$ cat config.mk
export PLATFORM = sky130hd
export DESIGN_NAME = ssw_supervisor
export DESIGN_NICKNAME = d
export VERILOG_FILES = /design/src/design/ssw_pkg.sv /design/src/design/ssw_sync.sv /design/src/design/ssw_supervisor.sv
export VERILOG_INCLUDE_DIRS = /design/src /design/src/design
export SDC_FILE = /design/constraint.sdc
export NUM_CORES = 1
export LEC_CHECK = 0
export BUFFER_PORTS_ARGS = -buffer_cell sky130_fd_sc_hd__buf_2
export CORE_ASPECT_RATIO = 1.5
export CORE_MARGIN = 2
export CORE_UTILIZATION = 35
export DETAILED_ROUTE_END_ITERATION = 16
export GPL_TIMING_DRIVEN = 1
export HOLD_SLACK_MARGIN = 0.05
export SETUP_SLACK_MARGIN = 0.02
export SLEW_MARGIN = 25
export SYNTH_ARGS = -nofsm -noshare
export SYNTH_HDL_FRONTEND = slang
export SYNTH_SLANG_ARGS = --single-unit
export TNS_END_PERCENT = 30
$ cat constraint.sdc
create_clock -name sys_clk_i -period 5.2 [get_ports sys_clk_i]
set_clock_uncertainty 0.05 [all_clocks]
set_input_delay 0.52 -clock sys_clk_i [delete_from_list [all_inputs] [get_ports sys_clk_i]]
set_output_delay 0.52 -clock sys_clk_i [all_outputs]
set_load 0.01 [all_outputs]
$ cat src/design/ssw_cfg.svh
`ifndef SSW_CFG_SVH
`define SSW_CFG_SVH

// Supervisor timing at a 200 MHz system clock
`define SSW_CLK_MHZ        200
`define SSW_RST_TIMEOUT_MS 200
`define SSW_WD_PERIOD_MS   1600
`define SSW_RST_TIMEOUT_CYC (`SSW_RST_TIMEOUT_MS * 1000 * `SSW_CLK_MHZ)
`define SSW_WD_PERIOD_CYC   (`SSW_WD_PERIOD_MS * 1000 * `SSW_CLK_MHZ)
`define SSW_CNT_W          32
`define SSW_SYNC_STAGES    2

`endif

$ cat src/design/ssw_pkg.sv
package ssw_pkg;

  typedef struct packed {
    logic below_reset;
    logic below_warn;
    logic below_backup;
  } ssw_cmp_type;

  typedef enum logic [2:0] {
    ST_POR  = 3'b001,
    ST_HOLD = 3'b010,
    ST_RUN  = 3'b100
  } ssw_state_type;

  typedef struct packed {
    logic rst_n;
    logic rst;
    logic warn_n;
    logic on_backup;
  } ssw_out_type;

endpackage

$ cat src/design/ssw_sync.sv
`timescale 1ns/1ps
`default_nettype none
// Two-flop synchroniser, one per bit
module ssw_sync #(
  parameter int WIDTH = 1
) (
  input  wire logic             sys_clk_i,  // System clock
  input  wire logic             rst_n_i,    // Async reset, active low
  input  wire logic [WIDTH-1:0] async_i,    // Asynchronous input
  output logic      [WIDTH-1:0] sync_o      // Synchronised output
);
  logic [WIDTH-1:0] meta;
  logic [WIDTH-1:0] next_meta;
  logic [WIDTH-1:0] next_sync;

  always_comb
  begin
    next_meta = async_i;
    next_sync = meta;
  end

  always_ff @(posedge sys_clk_i or negedge rst_n_i)
  begin
    if (!rst_n_i)
    begin
      meta   <= '0;
      sync_o <= '0;
    end
    else
    begin
      meta   <= next_meta;
      sync_o <= next_sync;
    end
  end
endmodule
`default_nettype wire

$ cat src/design/ssw_supervisor.sv
`timescale 1ns/1ps
`default_nettype none
`include "ssw_cfg.svh"
module ssw_supervisor #(
  parameter int unsigned RST_TIMEOUT_CYC = `SSW_RST_TIMEOUT_CYC,
  parameter int unsigned WD_PERIOD_CYC   = `SSW_WD_PERIOD_CYC
) (
  input  wire logic sys_clk_i,            // System clock, 200 MHz
  input  wire logic rst_n_i,              // Power-on reset, async, active low
  input  wire logic vcc_below_reset_i,    // Comparator: supply below reset level
  input  wire logic vcc_below_warn_i,     // Comparator: supply below warning level
  input  wire logic vcc_below_cell_i,     // Comparator: supply below backup cell
  input  wire logic watchdog_kick_in_i,   // Watchdog kick from processor pin
  input  wire logic watchdog_kick_valid_i, // Low when kick pin floats
  input  wire logic ce_n_i,               // Incoming chip-enable, active low
  output logic      reset_n_o,            // Processor reset, active low
  output logic      reset_o,              // Processor reset, active high
  output logic      power_fail_warn_n_o,  // Early power-fail warning, active low
  output logic      backup_cell_supply_o, // High selects the backup cell
  output logic      ce_n_o                // Gated chip-enable, active low
);
  localparam int CW = `SSW_CNT_W;

  // Zero counts would wrap each minus-one compare to all ones: a near-maximal reset timeout and a watchdog that almost never fires
  if (RST_TIMEOUT_CYC < 1 || WD_PERIOD_CYC < 1)
  begin : g_bad_counts
    $error("ssw_supervisor: counts must be at least one");
  end

  // Comparator and kick pins are asynchronous: two flops guard the counters
  logic [4:0] pin_sync;
  ssw_sync #(.WIDTH(5)) u_sync (
    .sys_clk_i (sys_clk_i),
    .rst_n_i   (rst_n_i),
    .async_i   ({vcc_below_reset_i, vcc_below_warn_i, vcc_below_cell_i,
                 watchdog_kick_in_i, watchdog_kick_valid_i}),
    .sync_o    (pin_sync)
  );

  ssw_pkg::ssw_cmp_type cmp;
  logic kick;
  logic kick_ok;
  assign cmp     = '{below_reset: pin_sync[4], below_warn: pin_sync[3],
                     below_backup: pin_sync[2]};
  assign kick    = pin_sync[1];
  assign kick_ok = pin_sync[0];

  // POR lasts one cycle, so HOLD starts counting while the second synchroniser flop still holds its reset value
  ssw_pkg::ssw_state_type state;
  ssw_pkg::ssw_state_type next_state;
  logic [CW-1:0] hold_cnt;
  logic [CW-1:0] next_hold_cnt;
  logic [CW-1:0] wd_cnt;
  logic [CW-1:0] next_wd_cnt;
  logic          kick_q;
  logic          next_kick_q;
  logic          wd_expire;
  ssw_pkg::ssw_out_type outs;
  ssw_pkg::ssw_out_type next_outs;

  // Kick edge detect on the synchronised copy only
  assign wd_expire = kick_ok && (wd_cnt >= CW'(WD_PERIOD_CYC - 1))
                     && (kick == kick_q);

  always_comb
  begin
    next_state    = state;
    next_hold_cnt = hold_cnt;
    next_wd_cnt   = wd_cnt;
    next_kick_q   = kick;
    case (state)
      ssw_pkg::ST_POR:
      begin
        next_state    = ssw_pkg::ST_HOLD;
        next_hold_cnt = '0;
      end
      ssw_pkg::ST_HOLD:
      begin
        next_wd_cnt = '0;
        if (cmp.below_reset)
          next_hold_cnt = '0;
        else if (hold_cnt >= CW'(RST_TIMEOUT_CYC - 1))
        begin
          next_state    = ssw_pkg::ST_RUN;
          next_hold_cnt = '0;
        end
        else
          next_hold_cnt = hold_cnt + CW'(1);
      end
      ssw_pkg::ST_RUN:
      begin
        if (cmp.below_reset || wd_expire)
        begin
          next_state    = ssw_pkg::ST_HOLD;
          next_hold_cnt = '0;
          next_wd_cnt   = '0;
        end
        // An open pin clears rather than pauses, so a reconnect starts a full period
        else if (!kick_ok || kick != kick_q)
          next_wd_cnt = '0;
        else
          next_wd_cnt = wd_cnt + CW'(1);
      end
      default:
        next_state = ssw_pkg::ST_POR;
    endcase
  end

  always_ff @(posedge sys_clk_i or negedge rst_n_i)
  begin
    if (!rst_n_i)
    begin
      state    <= ssw_pkg::ST_POR;
      hold_cnt <= '0;
      wd_cnt   <= '0;
      // Idle pin level is unknown; a false edge only clears a count HOLD clears anyway
      kick_q   <= 1'b0;
    end
    else
    begin
      state    <= next_state;
      hold_cnt <= next_hold_cnt;
      wd_cnt   <= next_wd_cnt;
      kick_q   <= next_kick_q;
    end
  end

  // Outputs registered from next-state so reset tracks the state exactly
  // Warning and supply select share the sync delay, so they move with reset
  always_comb
  begin
    next_outs.rst_n     = (next_state == ssw_pkg::ST_RUN);
    next_outs.rst       = !(next_state == ssw_pkg::ST_RUN);
    next_outs.warn_n    = !cmp.below_warn;
    next_outs.on_backup = cmp.below_reset && cmp.below_backup;
  end

  always_ff @(posedge sys_clk_i or negedge rst_n_i)
  begin
    if (!rst_n_i)
      outs <= '{rst_n: 1'b0, rst: 1'b1, warn_n: 1'b0, on_backup: 1'b0};
    else
      outs <= next_outs;
  end

  assign reset_n_o          = outs.rst_n;
  assign reset_o            = outs.rst;
  assign power_fail_warn_n_o  = outs.warn_n;
  assign backup_cell_supply_o = outs.on_backup;
  // Combinational path keeps the gate transparent; registering would add latency
  assign ce_n_o = outs.rst_n ? ce_n_i : 1'b1;
endmodule
`default_nettype wire

After elaboration in Yosys (flattened, before gate mapping)
Cells that the tools add are included.
{ "op_classes": {"add_sub_neg": 2, "n_lt_le_gt_ge": 2, "eq_ne": 7, "muxes": 12, "reduce_logical": 11} }
{ "ops": {"columns": ["cell", "n"], "rows": [
  ["2-to-1 mux 32 bit", 5],
  ["one-hot mux 32 bit (3 select lines)", 1],
  ["adder 32 x 1 -> 32 bit, second input constant", 2],
  ["one-hot mux 32 bit (2 select lines)", 1],
  [">= comparator 32 x 26 -> 1 bit, second input constant", 1],
  [">= comparator 32 x 29 -> 1 bit, second input constant", 1],
  ["2-to-1 mux 3 bit", 3],
  ["one-hot mux 3 bit (3 select lines)", 1],
  ["== test 3 bit, second input constant", 2],
  ["== test 3 x 1 -> 1 bit, second input constant", 1],
  ["== test 3 x 2 -> 1 bit, second input constant", 1],
  ["logical AND 1 bit", 3],
  ["logical NOT 1 bit", 3],
  ["nonzero test 3 bit", 1],
  ["logical OR 1 bit", 2],
  ["!= test 2 bit, second input constant", 1],
  ["AND reduction 2 bit", 1],
  ["nonzero test 2 bit", 1],
  ["== test 1 bit", 1],
  ["2-to-1 mux 1 bit", 1],
  ["!= test 1 bit", 1]
]} }
{ "totals": {"reg_bits": 82, "in_bits": 8, "out_inout_bits": 5, "word_cells": 44} }

Depth between registers and ports, before layout
{ "depth": {"depth_word": 8, "mapped_depth": 9, "mapped_depth_nobuf": 7} }

Modules after synthesis
Synthesis repeated with hierarchy kept, for this count alone.
{ "hier_totals": {"cells_unflattened": 451, "area_unflattened_um2": 4196.5} }
{ "modules_own_cells": {"columns": ["mod", "instances", "cells_each", "area_per_inst_um2", "seq_area_each_um2"], "rows": [
  ["ssw_supervisor", 1, 441, 3946.3, 1804.2],
  ["ssw_sync", 1, 10, 250.2, 250.2]
]} }

Worst setup path before layout
No wires, ideal clock.
{ "synth_timing": {"path_type": "register to register", "start": "register hold_cnt[24]", "end": "register hold_cnt[0]", "arrival_ns": 2.359, "required_ns": 5.025, "slack_ns": 2.666, "path_stages_with_launch": 7, "n_path_buf": 1, "synth_period_minus_slack_ns": 2.534, "path_cell_list": "dfrtp_1 > or4_1 > or4_4 > o311ai_4 > nor2_2 > buf_2 > mux2_2"} }
{ "synth_via": {"elab_chain_len": 4} }
{ "synth_lines": {"columns": ["item", "line_no", "rtl"], "rows": [
  ["from (decl)", "ssw_supervisor.sv:51", "logic [CW-1:0] hold_cnt;"],
  ["from (signal assigned)", "ssw_supervisor.sv:122", "hold_cnt <= next_hold_cnt;"],
  [">= comparator 32 x 26 -> 1 bit", "ssw_supervisor.sv:82", "else if (hold_cnt >= CW'(RST_TIMEOUT_CYC - 1))"],
  ["2-to-1 mux 32 bit", "ssw_supervisor.sv:82", null],
  ["2-to-1 mux 32 bit", "ssw_supervisor.sv:80", "if (cmp.below_reset)"],
  ["one-hot mux 32 bit (3 select lines)", "ssw_supervisor.sv:71", "case (state)"]
]} }
No other way between the ends.
A chain may end at the register's enable or synchronous reset.

Worst setup path in the final report
{ "layout_timing": {"start": "register wd_cnt[0]", "end": "register wd_cnt[21]"} }
{ "layout_via": {"elab_chain_len": 6, "word_cells_on_any_way": 8, "cone_classes": "1 x add/sub; 1 x order compare; 3 x mux; 3 x reduce/logical"} }
{ "layout_lines": {"columns": ["item", "line_no", "rtl"], "rows": [
  ["from (decl)", "ssw_supervisor.sv:53", "logic [CW-1:0] wd_cnt;"],
  ["from (signal assigned)", "ssw_supervisor.sv:123", "wd_cnt <= next_wd_cnt;"],
  [">= comparator 32 x 29 -> 1 bit", "ssw_supervisor.sv:62", "assign wd_expire = kick_ok && (wd_cnt >= CW'(WD_PERIOD_CYC - 1))"],
  ["logical AND 1 bit", "ssw_supervisor.sv:62", null],
  ["logical AND 1 bit", "ssw_supervisor.sv:63", "&& (kick == kick_q);"],
  ["logical OR 1 bit", "ssw_supervisor.sv:92", "if (cmp.below_reset || wd_expire)"],
  ["2-to-1 mux 32 bit *", "ssw_supervisor.sv:92", null],
  ["one-hot mux 32 bit (2 select lines) *", "ssw_supervisor.sv:71", null]
]} }
Every way passes the cells marked *; elsewhere a longest branch is shown, timed or not.

==> flow_summary.ini <==
[synth]
async_flop_share_pct = 100
yosys.area.top_type_share_pct = 48.7
syn_area_um2 = 4110
synth.largest_area_cell = dfrtp_1
ys_seq_area_share_pct = 49.9
synth.distinct_cells = 52
synth_edf_count = 0
yosysWarnings = 0
synth.avg_cell_area_um2 = 9.48
synth_flop_cell = dfrtp_1
synthCells = 434
synth_area_leaders = dfrtp_1 49%, a21oi_1 4.5%, o21ai_0 4.3%
ys_ff_latch = 82
synthesis.nets = 444

[floorplanning]
die_width_um = 92.5
io_pins = 13
start_util_pct = 35.9
dieArea_um2 = 12700
chipHeight_um = 137
rows = 48
core_area_um2 = 11500

[power]
leakagePower_uw = 0.00193
ir_drop_uv = 179
p_per_area_nw_per_um2 = 289

[cts]
clkTransAtPathRegs_ns = 0.06
clock_latency_ns = 0.34
cts_resized = 0
clockRootBuffer = clkbuf_16
clockBufferDepth = 2
cts_inserted_buffers = 9
cts_hold_buf = 0
h-tree-depth = 3
cts.sinks = 82
cts_tree = done
post_cts_buffers = 0

[setup_path]
cp-end-kind = flip-flop
timing.rr.end = wd_cnt[21]
cpMaxStageDelayCell = or2_0
slowest_delay_ns = 0.78
worstPathRequired_ns = 5.38
r2r_cells = 7
r2r_start = wd_cnt[0]
crit_start = wd_cnt[0]
path_class = reg2reg
crit_family = simple AND/OR/NAND/NOR gates
cp_num_buf_inv = 0
crit_path_start_kind = flip-flop
path_cells = ha_1 -> nand2_1 -> or4_4 -> a2111oi_4 -> or2_0 -> o21ai_1 -> a21o_1
arrival_ns = 3.44
rrSetupSlack_ns = 1.94
worstPathMaxFanout = 16

[grt]
grt_pass1_wl_um = 15000
grt_pass1_vias = 3143
overflow = 0
track_usage_pct = 14.7
grt_antenna_before_repair = 0
grt_max_degree = 83

[routing]
dr.pass1.iters = 6
drt-total-wl_um = 8790
drcViolationCount = 0
ant_nets = 0
wl_per_cell_um = 14.8
via_count = 3335
drtIter0Drc = 138
via_per_inst = 5.61

[timing]
finalCritPeriodShare_pct = 62.7
tightest_slew_ns = 0.905
rsz0062_at_grt = false
slew_headroom_pct = 39.6
worst_hold_slack_ns = 0.160
setup_ws_ns = 1.94
fmax_mhz = 306
final_max_slew_viol_count = 0
finalSetupTns_ns = 0
fin_crit_ns = 3.26
finalSetupViolCount = 0
hold_violations = 0

[placement]
dp_hpwl_um = 5670
io_buffer_count = 12
place_ws_ns = 1.94
place_area_um2 = 4290
globalplace.congestion = 0.862

[finish]
stdcell_area_um2 = 4600
final_nets = 449
layout-drive-gt1-share_pct = 9.46
multi_input_area_um2 = 1920
final_common_cell = dfrtp_1
diodes = 0
seqCellArea_um2 = 2050
final_cell_mix = 80 x dfrtp_1, 38 x nand2_1, 37 x a21oi_1
fillerInstances = 1123
syn_to_final_growth_pct = 11.8

[flow_run]
cap_violations = 0

[run_status]
status = completed

[worst_hold_path]
hold_class = in2async
-- sequential cells by signal, summed over array words and instances (netlist names) --
signal                cells
hold_cnt                 32
wd_cnt                   32
u_sync.meta               5
u_sync.sync_o             5
state                     3
backup_cell_supply_o      1
kick_q                    1
power_fail_warn_n_o       1
reset_n_o                 1
reset_o                   1
-- area by class of cell --
type / count / area share, %
inverter: 12 / 0.979
tap: 150 / 4.08
clock inverter: 7 / 1.69
timing repair buffer: 15 / 1.93
multi-input combinational: 319 / 41.8
clock buffer: 9 / 4.90
sequential: 82 / 44.7
-- synth_stat cells, drive strengths merged (3+ instances only) --
cell type,n
inv,12
or4,8
nand2b,7
nor2b,6
a31oi,13
nor3,18
a21oi,37
and2,13
a2111oi,3
nor4,6
nand4,15
or3,15
dfrtp,80
nor2,14
nand3,31
clkbuf,11
o21ai,40
and3,8
nand2,38
o21a,4
a21o,4
mux2i,10
and4,6
buf,10
-- where the power goes --
group,switching [uW],total [uW],internal [uW]
registers,3.65,649,645
clock network,270,646,376
logic,24.1,33.8,9.70
total,297,1330,1030
-- worst register-to-register path, stage by stage, from the launching register on --
cell,delay [ns]
dfrtp_1,0.39
ha_1,0.22
nand2_1,0.14
or4_4,0.57
a2111oi_4,0.64
or2_0,0.78
o21ai_1,0.16
a21o_1,0.20
-- worst max path at each step --
stage,end,slack [ns],depth (start not counted)
final,wd_cnt[21],1.94,7
after global routing,wd_cnt[21],1.74,7
after CTS,wd_cnt[21],1.92,7
after detailed placement,wd_cnt[21],1.94,7
after global placement,hold_cnt[21],1.98,6
after floorplan,hold_cnt[0],2.67,6
-- stage by stage --
stage               total power, uW  cells  utilization (%)
CTS                            1350    594             40.1
floorplan                       675    434                -
finish                         1330    594             40.1
global placement                694    578             37.3
global route                   1380    594             40.1
detailed placement              696    578             37.4
-- layer usage --
metal | routed length, um | part of all wire [%] | GRT usage, % | vias up
met5 | 0 | 0 | 0 | -
met4 | 110 | 1.3 | 5.14 | 0
met3 | 291 | 3.3 | 3.19 | 9
met2 | 4550 | 52 | 25.7 | 61
met1 | 3830 | 44 | 18.0 | 1641
li1 | - | - | - | 1624
-- cell families (layout without fill, tap and decap cells) --
logic type      count (synthesis)  after routing  share of synthesized area, %
simple gates                  188            188                          25.1
compound gates                115            115                          17.3
flops                          82             82                          49.9
buf+inv                        33             43                          3.68
mux                            11             11                          2.71
xor+xnor                        3              3                         0.639
fa+ha+maj                       2              2                         0.608
No activity file was read; power rests on OpenSTA's default activity.
